[src/design/bsarb_pkg.sv]
// bsarb_pkg: shared types and constants of the bus ownership arbiter.
// assumes: nothing beyond a SystemVerilog compiler.
package bsarb_pkg;
    // ------------------------------------------------------------------
    // arbitration states
    // ------------------------------------------------------------------
    typedef enum logic [2:0] {
        ST_IDLE,
        ST_SNOOP,
        ST_IMPLICIT,
        ST_PARK,
        ST_ACTIVE
    } bsarb_state_t;

    // ------------------------------------------------------------------
    // line and timing constants
    // ------------------------------------------------------------------
    localparam int LINE_BEATS = 4;
    localparam logic [1:0] BEAT_LAST = 2'h3;
    localparam logic [1:0] BEAT_FIRST = 2'h0;
    localparam int CLK_PERIOD_NS = 50;
    localparam int OWNER_GAP_NS = 50;
    localparam int OWNER_GAP_CYC =
        (OWNER_GAP_NS + CLK_PERIOD_NS - 1) / CLK_PERIOD_NS;
endpackage : bsarb_pkg

[src/design/bsarb_sync.sv]
// bsarb_sync: two-flop synchroniser for one pin level.
// assumes: one clock, synchronous active-low reset.
`timescale 1ns/1ns
module bsarb_sync #(
    parameter logic RESET_VAL = 1'b0
) (
    input wire logic clk_sys, // system clock
    input wire logic reset_n, // synchronous reset, active low
    input wire logic pin_in, // asynchronous level
    output logic level_out // synchronised level
);
    logic meta_reg;

    always_ff @(posedge clk_sys) begin
        if (!reset_n) begin
            meta_reg <= RESET_VAL;
            level_out <= RESET_VAL;
        end else begin
            meta_reg <= pin_in;
            level_out <= meta_reg;
        end
    end
endmodule : bsarb_sync

[src/design/bsarb_top.sv]
// bsarb_top: processor-side bus ownership arbitration unit.
// assumes: pins from the bus are asynchronous and are synchronised here;
// the access engine on clk_sys gives requests and line/lock flags.
`timescale 1ns/1ns
module bsarb_top (
    input wire logic clk_sys, // 20 MHz system clock
    input wire logic reset_n, // synchronous reset, active low
    input wire logic access_pending, // internal access waiting
    input wire logic access_line, // pending access is a four-beat line
    input wire logic access_lock_last, // pending access ends a lock
    input wire logic snoop_hit, // another master's cycle to snoop
    input wire logic bus_grant_n, // grant pin, active low
    input wire logic bus_busy_in_n, // busy pin level, active low
    input wire logic transfer_ack_n, // ack pin, active low
    input wire logic transfer_error_ack_n, // error ack pin, active low
    output logic bus_request_n, // request pin, active low
    output logic bus_busy_out_n, // busy drive value, active low
    output logic bus_busy_oe_n, // busy output enable, active low
    output logic transfer_start_n, // start pulse, active low
    output logic transfer_in_progress_n, // in-progress, active low
    output logic tip_oe_n, // in-progress enable, active low
    output logic rmw_final_write_n, // final locked write, active low
    output logic bus_oe_n, // address/control enable, active low
    output logic bus_data_valid, // bus carries defined values
    output logic cycle_done, // access completed, pulse
    output logic cycle_retry, // access must be retried, pulse
    output logic snooping // ready to service a snoop
);
    // ------------------------------------------------------------------
    // pin synchronisers
    // ------------------------------------------------------------------
    logic grant_s, busy_free_s, ack_s, err_s;
    logic grant_raw, busy_raw, ack_raw, err_raw;

    bsarb_sync #(.RESET_VAL(1'b1)) u_sync_bg (
        .clk_sys(clk_sys), .reset_n(reset_n),
        .pin_in(bus_grant_n), .level_out(grant_raw));
    bsarb_sync #(.RESET_VAL(1'b1)) u_sync_bb (
        .clk_sys(clk_sys), .reset_n(reset_n),
        .pin_in(bus_busy_in_n), .level_out(busy_raw));
    bsarb_sync #(.RESET_VAL(1'b1)) u_sync_ta (
        .clk_sys(clk_sys), .reset_n(reset_n),
        .pin_in(transfer_ack_n), .level_out(ack_raw));
    bsarb_sync #(.RESET_VAL(1'b1)) u_sync_tea (
        .clk_sys(clk_sys), .reset_n(reset_n),
        .pin_in(transfer_error_ack_n), .level_out(err_raw));

    assign grant_s = !grant_raw;
    assign busy_free_s = busy_raw;
    assign ack_s = !ack_raw;
    assign err_s = !err_raw;

    // ------------------------------------------------------------------
    // state
    // ------------------------------------------------------------------
    bsarb_pkg::bsarb_state_t state_reg, state_next;
    logic [1:0] beat_reg;
    logic line_reg, lock_reg;
    logic term_any, term_retry, term_last;

    // a beat ends on either ack; both together means relinquish and retry
    assign term_any = ack_s || err_s;
    assign term_retry = ack_s && err_s;
    // a line holds ownership until its fourth beat
    assign term_last = term_any &&
        (term_retry || !line_reg || beat_reg == bsarb_pkg::BEAT_LAST);

    always_comb begin
        state_next = state_reg;
        unique case (state_reg)
            bsarb_pkg::ST_IDLE, bsarb_pkg::ST_SNOOP: begin
                // claim only once the other master freed busy
                if (grant_s && busy_free_s && access_pending) begin
                    state_next = bsarb_pkg::ST_ACTIVE;
                end else if (grant_s && busy_free_s) begin
                    state_next = bsarb_pkg::ST_IMPLICIT;
                end else if (snoop_hit) begin
                    state_next = bsarb_pkg::ST_SNOOP;
                end else begin
                    state_next = bsarb_pkg::ST_IDLE;
                end
            end
            bsarb_pkg::ST_IMPLICIT: begin
                if (!grant_s) begin
                    state_next = bsarb_pkg::ST_IDLE;
                end else if (access_pending) begin
                    state_next = bsarb_pkg::ST_ACTIVE;
                end
            end
            bsarb_pkg::ST_PARK: begin
                if (!grant_s) begin
                    state_next = bsarb_pkg::ST_IDLE;
                end else if (access_pending) begin
                    state_next = bsarb_pkg::ST_ACTIVE;
                end
            end
            bsarb_pkg::ST_ACTIVE: begin
                // grant loss only takes effect at cycle end
                if (term_last) begin
                    if (!grant_s || term_retry) begin
                        state_next = bsarb_pkg::ST_IDLE;
                    end else if (access_pending) begin
                        state_next = bsarb_pkg::ST_ACTIVE;
                    end else begin
                        state_next = bsarb_pkg::ST_PARK;
                    end
                end
            end
        endcase
    end

    always_ff @(posedge clk_sys) begin
        if (!reset_n) begin
            state_reg <= bsarb_pkg::ST_IDLE;
        end else begin
            state_reg <= state_next;
        end
    end

    // beat counter and latched attributes of the running access
    always_ff @(posedge clk_sys) begin
        if (!reset_n) begin
            beat_reg <= bsarb_pkg::BEAT_FIRST;
            line_reg <= 1'b0;
            lock_reg <= 1'b0;
        end else if (state_next == bsarb_pkg::ST_ACTIVE &&
                     (state_reg != bsarb_pkg::ST_ACTIVE || term_last)) begin
            beat_reg <= bsarb_pkg::BEAT_FIRST;
            line_reg <= access_line;
            lock_reg <= access_lock_last;
        end else if (state_reg == bsarb_pkg::ST_ACTIVE && term_any) begin
            beat_reg <= beat_reg + 2'h1;
        end
    end

    // ------------------------------------------------------------------
    // outputs, all registered
    // ------------------------------------------------------------------
    logic start_next, owner_next, active_next;

    assign active_next = state_next == bsarb_pkg::ST_ACTIVE;
    assign start_next = active_next &&
        (state_reg != bsarb_pkg::ST_ACTIVE || term_last);
    assign owner_next = active_next || state_next == bsarb_pkg::ST_PARK ||
        state_next == bsarb_pkg::ST_IMPLICIT;

    always_ff @(posedge clk_sys) begin
        if (!reset_n) begin
            bus_request_n <= 1'b1;
        end else begin
            // registered follow of the pending request; the lock is not
            // held here so the arbiter may split read and write
            bus_request_n <= !access_pending;
        end
    end

    // request and start share the same clock from a granted state
    always_ff @(posedge clk_sys) begin
        if (!reset_n) begin
            transfer_start_n <= 1'b1;
            transfer_in_progress_n <= 1'b1;
            tip_oe_n <= 1'b1;
            rmw_final_write_n <= 1'b1;
        end else begin
            transfer_start_n <= !start_next;
            transfer_in_progress_n <= !active_next;
            // negated for one clock before release, then floated
            tip_oe_n <= !(active_next ||
                state_reg == bsarb_pkg::ST_ACTIVE);
            rmw_final_write_n <= !(active_next &&
                (start_next ? access_lock_last : lock_reg));
        end
    end

    always_ff @(posedge clk_sys) begin
        if (!reset_n) begin
            bus_busy_out_n <= 1'b1;
            bus_busy_oe_n <= 1'b1;
        end else begin
            // asserted in active and park, negated otherwise
            bus_busy_out_n <= !(active_next ||
                state_next == bsarb_pkg::ST_PARK);
            // an extra negated clock drives busy high before floating
            bus_busy_oe_n <= !(active_next ||
                state_next == bsarb_pkg::ST_PARK ||
                state_reg == bsarb_pkg::ST_ACTIVE ||
                state_reg == bsarb_pkg::ST_PARK);
        end
    end

    always_ff @(posedge clk_sys) begin
        if (!reset_n) begin
            bus_oe_n <= 1'b1;
            bus_data_valid <= 1'b0;
            snooping <= 1'b0;
            cycle_done <= 1'b0;
            cycle_retry <= 1'b0;
        end else begin
            bus_oe_n <= !owner_next;
            bus_data_valid <= active_next;
            snooping <= state_next == bsarb_pkg::ST_SNOOP;
            cycle_done <= state_reg == bsarb_pkg::ST_ACTIVE &&
                term_last && !term_retry;
            cycle_retry <= state_reg == bsarb_pkg::ST_ACTIVE &&
                term_retry;
        end
    end
endmodule : bsarb_top

[config.mk]
export PLATFORM = sky130hd
export DESIGN_NAME = bsarb_top
export DESIGN_NICKNAME = d
export VERILOG_FILES = /design/src/design/bsarb_pkg.sv /design/src/design/bsarb_sync.sv /design/src/design/bsarb_top.sv
export SDC_FILE = /design/constraint.sdc
export NUM_CORES = 1
export LEC_CHECK = 0
export BUFFER_PORTS_ARGS = -buffer_cell sky130_fd_sc_hd__buf_2
export CAP_MARGIN = 10
export CORE_MARGIN = 5
export CORE_UTILIZATION = 40
export CTS_CLUSTER_DIAMETER = 40
export DETAILED_ROUTE_END_ITERATION = 10
export PLACE_DENSITY = 0.66
export SYNTH_ARGS = -nofsm -noshare
export SYNTH_HDL_FRONTEND = slang
export SYNTH_SLANG_ARGS = --single-unit
[constraint.sdc]
create_clock -name clk_sys -period 2.7 [get_ports clk_sys]
set_input_delay 0.54 -clock clk_sys [delete_from_list [all_inputs] [get_ports clk_sys]]
set_output_delay 0.54 -clock clk_sys [all_outputs]
set_load 0.01 [all_outputs]
==> metrics.txt, run 1 <==
layout cells sized above 1 a little over a quarter; post-DP HPWL 1240 um; Worst-Margin Slew between 0.4 and 0.5 ns; Final Critical Period 1.68 ns; RSZ-0062 raised after global routing false; mux contribution to synthesized area under 10%; # resized after CTS 0; area grow syn2layout 16.1%; register area share after synthesis between 50% and 60%; outcome finished clean; die area 3480 um2; # diodes 0; post-synthesis adder-cell area fraction under 10%; CP cell instances or3b_4 -> a211oi_4 -> mux2_4 -> o211ai_1; Syn Nets 104; CTS H-tree lvls 1; fin. max-slew vios 0; core region area about 2300 um2; worst r2r src state_reg[2]; top-level I/O count 22; largest family of logic cells by synthesized area simple AND/OR/NAND/NOR gates; CP Data Arrival Time 1.93 ns; clock root cell clkbuf_4; post-synthesis compound-gate area fraction a little over an eighth; Buf/Inv on CP 0; post-route core utilization about half; Nets 127; Synth Area in Simple Gates between 20 and 25%; slowest cell on the critical path or3b_4; FF+latch count, synth 27; largest net degree at the start of global routing 28; Setup violations, final 0; Worst-Skew Late Latency roughly 0.31 ns; VDD IR-drop max slightly below 300 uV; DRC 0; HP Class input port to flop; Detailed Routing Iterations Pass 1 4; Via density around 4.8; Fmax 597 MHz; vias in the first global route approximately 620; most common cell after layout, fill and taps aside dfxtp_1; largest fanout on the critical path 8; Critical Path Source state_reg[2]; hold wc startpoint bus_busy_in_n; GR Overflow Total 0; CTS max path bufs 2; post-CTS setup buffers 0; total number of vias a little under 700; GP Congestion between 0.7 and 0.8; first-pass GRT wire length between 2000 and 3000 um; final setup TNS 0 ns; Starting DRT DRC Count 6; slowest cell delay on critical path between 0.4 and 0.5 ns; syn avg cell area 10.3 um2; Hold Fails Final Rpt 0; synthesized netlist cell count 93; WHS around 0.4 ns; xor and xnor area share after synthesis approximately 1.8%; # rows 17; IO Port Bufs 21; family with the most delay on the worst path compound AO/OA/AOI/OAI gates; skew final 0.00480 ns; Avg WL per Cell about 11 um; CTS Buf Count 3; Ys Warns 0; clock-pin slew on the worst setup and hold paths between 0.1 and 0.15 ns; max FFs per register 3; ANT nets after route 0; antenna violations before repair 0; Worst Path Required slightly below 3 ns; Final period util around 62%; Die H a little under 60 um; Initial Utilization between 40% and 50%; crit start category flop; Slew HR 72.3%; CTS tree yes; Synth cell types 28; Max Cap Viol 0; pwr dens around 560 nW/um2; CTS sink count 27; Post-Synthesis Cell Area 961 um2; Setup crit end kind flop; Leak 0.470 nW; hold_buf cts 0; GRT Util Overall about a tenth; final wirelength ~1600 um; die width 59.0 um; Setup CP Type flop to flop; commonest cells after routing, fill and taps aside dfxtp_1 (27), buf_2 (21), nand2_1 (11), nand2b_1 (10), o21ai_0 (6)
cells by family (layout without fill, tap and decap cells):
logic type | after synthesis | count (layout)
AND/OR/NAND/NOR | 36 | 36
XOR/XNOR | 2 | 2
adder cells (fa/ha/maj) | 1 | 1
buffers and inverters | 5 | 27
AO/OA/AOI/OAI | 18 | 18
flip-flops | 27 | 27
multiplexers | 4 | 4
worst paths after layout:
kind,depth (start not counted),slack (ns),end
min reg2reg,1,0.42,u_sync_bg.level_out
min,2,0.40,u_sync_bb.meta_reg
max,4,1.02,rmw_final_write_n
max reg2reg,4,1.02,rmw_final_write_n
cells in the mapped netlist:
library cell	count	area share, %
clkbuf_1	3	1.2
and3_1	1	0.65
nand3_1	1	0.52
a211oi_4	1	2.1
and2_1	1	0.65
nor3_1	2	1.0
mux2_4	1	1.6
nand2b_1	10	6.5
mux2i_1	3	3.1
nor2_1	4	1.6
nand2_1	11	4.3
inv_1	2	0.78
o21ai_0	6	3.1
xor2_1	2	1.8
a21oi_1	5	2.6
a31o_2	1	0.91
nand3b_1	1	0.78
or2b_1	1	0.78
ha_1	1	1.3
nor3b_1	1	0.78
or3b_4	1	1.2
dfxtp_1	27	56
and4_2	1	1.0
and2b_2	1	0.91
o211ai_1	1	0.78
o21a_1	2	1.6
o221ai_1	1	0.91
a211oi_2	1	1.3
per-stage QoR:
stage | instance area (um2) | std cells | worst slack (ns) | power (mW)
after CTS | 1120 | 143 | 1.00 | 0.635
after global placement | 1090 | 139 | 1.04 | 0.470
after floorplan | 961 | 93 | 1.15 | 0.455
after global routing | 1120 | 143 | 0.865 | 0.658
final | 1120 | 143 | 1.02 | 0.626
after detailed placement | 1090 | 139 | 1.03 | 0.471
cell type report:
type	instances	area, um2
fillers	227	1140
flip-flops and latches	27	541
multi-input cells	61	402
repair buffers	21	105
well taps	28	35.0
clock buffers	4	26.3
inverters	2	7.51
power by group:
group / total [mW] / switching, mW / internal, mW
Sequential: 0.417 / 0.00561 / 0.411
Clock: 0.165 / 0.107 / 0.0577
Combinational: 0.0442 / 0.0232 / 0.0211
Total: 0.626 / 0.136 / 0.490
per-layer routing:
metal / vias up / global-route usage (%) / share of wire (%)
met4: 0 / 7.77 / 2.8
li1: 359 / - / -
met2: 18 / 16.4 / 49
met5: - / 0 / 0
met3: 4 / 2.61 / 7.4
met1: 306 / 11.4 / 41
Power figures use the tool's default switching activity.
==> run 2: changes to the inputs <==
ABC_AREA = 1   (was not set)
clock period = 1.6 ns   (was 2.7 ns; I/O delays follow)
==> metrics.txt, run 2 <==
max FFs per register 3; Ys Warns 0; Max Cap Viol 0; core region area around 2400 um2; synth top area cells dfxtp_1 (55%), nand2_1 (7.3%), or2_2 (5.1%), inv_1 (4.2%), nor2_1 (3.8%); Worst-Skew Late Latency ~0.33 ns; HP Class input port to flop; Post-Synthesis Cell Area between 900 and 1000 um2; Starting DRT DRC Count 17; register area share after synthesis 55.1%; share of the synthesized area in the top cell type a little under three fifths; CP Data Arrival Time about 1.7 ns; # rows 18; Yosys top cell by area dfxtp_1; hold path cells 2; ANT nets after route 0; Worst Path Required about 1.9 ns; Final period util approximately 87%; Top cell by count, worst path nand2_1; final wirelength between 1500 and 2000 um; vias in the first global route ~780; # diodes 0; GRT Util Overall roughly an eighth; skew final 0.00347 ns; Hold Fails Final Rpt 0; Worst-Margin Slew 0.454 ns; CTS max path bufs 2; Nets 147; Die H 59.5 um; layout cells sized above 1 35.6%; clock-pin slew on the worst setup and hold paths around 0.13 ns; GP Congestion roughly 0.83; Setup violations, final 0; CP cell instances ha_1 -> inv_1 -> nand2_1 -> nand2_1 -> nand2_1 -> nor2_1 -> nor2_1 -> nor2_1 -> nand2_1 -> o21ai_1; total number of vias between 700 and 800; fin. max-slew vios 0; hold_buf cts 0; pwr dens 953 nW/um2; top-count cell post-synth dfxtp_1; total stage count of the critical path 10; Post-synth top cells dfxtp_1 (27), nand2_1 (19), inv_1 (11); final setup TNS 0 ns; crit start category flop; slowest cell on the critical path dfxtp_1; syn avg cell area just under 9 um2; first-pass GRT wire length just over 3000 um; die width 59.5 um; top-level I/O count 22; ys async rst share 0%; Final Critical Period between 1 and 1.5 ns; FF+latch count, synth 27; largest fanout on the critical path 4; DRC 0; GR Overflow Total 0; IO Port Bufs 21; Fmax ~720 MHz; Buf/Inv on CP 1; Setup CP Type flop to flop; largest net degree at the start of global routing 16; post-CTS setup buffers 0; Detailed Routing Iterations Pass 1 4; most common cell after layout, fill and taps aside dfxtp_1; CTS sink count 27; VDD IR-drop max roughly 520 uV; Inst Count DP between 150 and 200; CTS H-tree lvls 1; area grow syn2layout 16.3%; Total Power roughly 1.1 mW; outcome finished clean; Slew HR approximately 70%; R2R depth 10; CTS tree yes; Avg WL per Cell 10.4 um; family with the most delay on the worst path simple AND/OR/NAND/NOR gates; RSZ-0062 raised after global routing false; clock root cell clkbuf_4; # resized after CTS 0; synthesized netlist cell count 112; number of synthesized flops with an enable pin 0; slowest cell delay on critical path 0.35 ns; Synth cell types 24; antenna violations before repair 0; post-DP HPWL between 1000 and 1500 um; Leak ~0.53 nW; CTS Buf Count 3; Syn Nets between 100 and 150; Via density about 4.6; Primary FF master, synth dfxtp_1; Initial Utilization between 40 and 50%; commonest cells after routing, fill and taps aside dfxtp_1 (27), buf_2 (21), nand2_1 (19), inv_1 (11), nor2_1 (10); Setup crit end kind flop; Final Instance Count excl. Fillers ~170; die area about 3500 um2
==> run 2: cell types whose count changed after synthesis, sizes merged, moves of 8 or more <==
cell	previous run	this run
nand2b	10	0
nor2	4	13
inv	2	14
or2	0	9
nand3	1	9
nand2	11	24
==> run 2: area by class of cell <==
| cell class | instances | area [um2] |
|---|---|---|
| repair buffers | 21 | 105 |
| inverters | 14 | 52.6 |
| clock inverters | 1 | 5.00 |
| fillers | 240 | 1270 |
| well taps | 30 | 37.5 |
| clock buffers | 3 | 22.5 |
| multi-input cells | 69 | 378 |
| flip-flops and latches | 27 | 541 |
==> run 2: through the flow <==
stage	utilization (%)	worst slack, ns	area [um2]	hold WS, ns
after global placement	46.2	0.280	1110	0.394
final	47.4	0.204	1140	0.163
after floorplan	-	0.406	981	0.382
after CTS	47.4	0.203	1140	0.163
after global routing	47.4	0.0722	1140	0.161
after detailed placement	46.2	0.246	1110	0.398
==> run 2: report_power, final <==
part / switching (mW) / total [mW] / internal (mW)
clock: 0.192 / 0.286 / 0.0940
combinational: 0.0575 / 0.0954 / 0.0378
sequential: 0.00846 / 0.706 / 0.697
==> run 2: worst paths after layout <==
kind	slack (ns)	endpoint	start
max	0.20	bus_busy_oe_n	beat_reg[0]
min	0.16	u_sync_bg.meta_reg	bus_grant_n
max reg2reg	0.20	bus_busy_oe_n	beat_reg[0]
min reg2reg	0.43	u_sync_bg.level_out	u_sync_bg.meta_reg
==> run 2: worst reg2reg max path, delay by kind of cell, from the launching register on <==
family	cells	cell delay (ns)
adder cells (fa/ha/maj)	1	0.21
AO/OA/AOI/OAI	1	0.11
AND/OR/NAND/NOR	7	0.63
buffers and inverters	1	0.05
flip-flops	1	0.35
==> run 2: kinds of logic after synthesis <==
logic type,synth area share (%)
compound gates,4.97
fa+ha+maj,1.28
buf+inv,6.38
flops,55.1
simple gates,32.3
==> run 2: metal layers <==
metal | track usage, % | part of all wire (%) | routed length (um)
met1 | 11.9 | 41 | 704
met2 | 21.4 | 50 | 860
met3 | 2.40 | 6.7 | 115
met4 | 7.28 | 2.4 | 42
met5 | 0 | 0 | 0
==> run 3: changes to the inputs <==
CORE_UTILIZATION = 51   (was 40)
PLACE_DENSITY = 0.8   (was 0.66)
==> metrics.txt, run 3 (synthesis results as in run 2) <==
crit start category flop; GRT Util Overall roughly 14%; Sequential Power Share 65.1%; slowest cell on the critical path dfxtp_1; DRC 0; skew final just under 0.007 ns; CTS max path bufs 2; Detailed Routing Iterations Pass 1 4; Worst-Skew Late Latency roughly 0.32 ns; CP Data Arrival Time 1.67 ns; top-level I/O count 22; # rows 15; Die H about 54 um; # resized after CTS 0; Slew HR 69.1%; HP Class input port to flop; core region area 1780 um2; register area 541 um2; vias in the first global route about 740; P_int roughly 0.83 mW; Via density ~4.9; slowest cell delay on critical path between 0.3 and 0.4 ns; die width around 54 um; largest net degree at the start of global routing 16; RSZ-0062 raised after global routing false; Nets about 150; Final Instance Count excl. Fillers 160; IO Port Bufs 21; Starting DRT DRC Count 11; Comb pwr share 8.9%; Inst Count DP ~160; GR Overflow Total 0; sw frac 23.6%; hold_buf cts 0; family with the most delay on the worst path simple AND/OR/NAND/NOR gates; CTS tree yes; post-CTS setup buffers 0; post-DP HPWL about 1400 um; largest fanout on the critical path 4; Setup violations, final 0; clock root cell clkbuf_4; Final period util a little under 90%; Initial Utilization approximately 55%; GP Congestion around 0.79; Setup crit end kind flop; Buf/Inv on CP 1; Hold Fails Final Rpt 0; CTS Buf Count 3; final wirelength about 1700 um; fin. max-slew vios 0; Top cell by count, worst path nand2_1; commonest cells after routing, fill and taps aside dfxtp_1 (27), buf_2 (21), nand2_1 (19), inv_1 (11), nor2_1 (10); CTS H-tree lvls 1; Fmax 710 MHz; area occupied by multi-input gates 378 um2; final setup TNS 0 ns; die area 2900 um2; area grow syn2layout 15.7%; first-pass GRT wire length roughly 3000 um; CTS sink count 27; Worst Path Required ~1.9 ns; clock-pin slew on the worst setup and hold paths around 0.14 ns; Sw Pwr 0.256 mW; Clock Power Share 26.0%; Layout fillers 159; # diodes 0; Final Critical Period approximately 1.4 ns; max FFs per register 3; Leak ~0.53 nW; VDD IR-drop max around 600 uV; layout cells sized above 1 35.6%; Setup CP Type flop to flop; Max Cap Viol 0; CP cell instances ha_1 -> inv_1 -> nand2_1 -> nand2_1 -> nand2_1 -> nor2_1 -> nor2_1 -> nor2_1 -> nand2_1 -> o21ai_1; pwr dens 956 nW/um2; total number of vias just under 800; ANT nets after route 0; outcome finished clean; antenna violations before repair 0; most common cell after layout, fill and taps aside dfxtp_1; Worst-Margin Slew 0.464 ns; Avg WL per Cell 10.8 um
-- run 3: power by group through the flow --
stage               Clock, mW  Combinational, mW  Sequential, mW
finish                  0.282             0.0965           0.706
global route            0.322              0.109           0.710
CTS                     0.295             0.0976           0.707
detailed placement          0             0.0967           0.722
global placement            0             0.0921           0.720
floorplan                   0             0.0595           0.725
-- run 3: through the flow --
stage                     total power, mW  utilization [%]  hold WS [ns]  worst slack, ns  cell area [um2]
after detailed placement            0.818             62.1         0.402            0.222             1110
after global routing                 1.14             63.6         0.168           0.0353             1130
after floorplan                     0.785                -         0.382            0.406              981
after CTS                            1.10             63.6         0.166            0.181             1130
after global placement              0.812             62.1         0.394            0.289             1110
final                                1.08             63.6         0.170            0.192             1130
-- run 3: layout make-up --
class / count / share of cell area (%)
well taps: 25 / 2.76
clock buffers: 3 / 1.98
clock inverters: 1 / 0.441
repair buffers: 21 / 9.26
flip-flops and latches: 27 / 47.6
multi-input cells: 69 / 33.3
inverters: 14 / 4.63
-- run 3: routing by layer --
layer | global-route usage, % | share of wire [%]
met4 | 4.68 | 1.4
met3 | 3.60 | 6.5
met2 | 26.2 | 52
met5 | 0 | 0
met1 | 15.9 | 40
-- run 3: worst paths after layout --
| check | start | to | slack (ns) | cells after the start |
|---|---|---|---|---|
| setup / recovery | beat_reg[0] | bus_busy_oe_n | 0.19 | 10 |
| hold / removal | transfer_error_ack_n | u_sync_tea.meta_reg | 0.17 | 2 |
| setup reg to reg | beat_reg[0] | bus_busy_oe_n | 0.19 | 10 |
| hold reg to reg | u_sync_ta.meta_reg | u_sync_ta.level_out | 0.43 | 1 |
-- run 3: worst register-to-register path, cell delays in order, from the launching register on --
cell and delay, ns:
dfxtp_1 0.35, ha_1 0.19, inv_1 0.05, nand2_1 0.06, nand2_1 0.13, nand2_1 0.07
nor2_1 0.08, nor2_1 0.07, nor2_1 0.15, nand2_1 0.09, o21ai_1 0.13
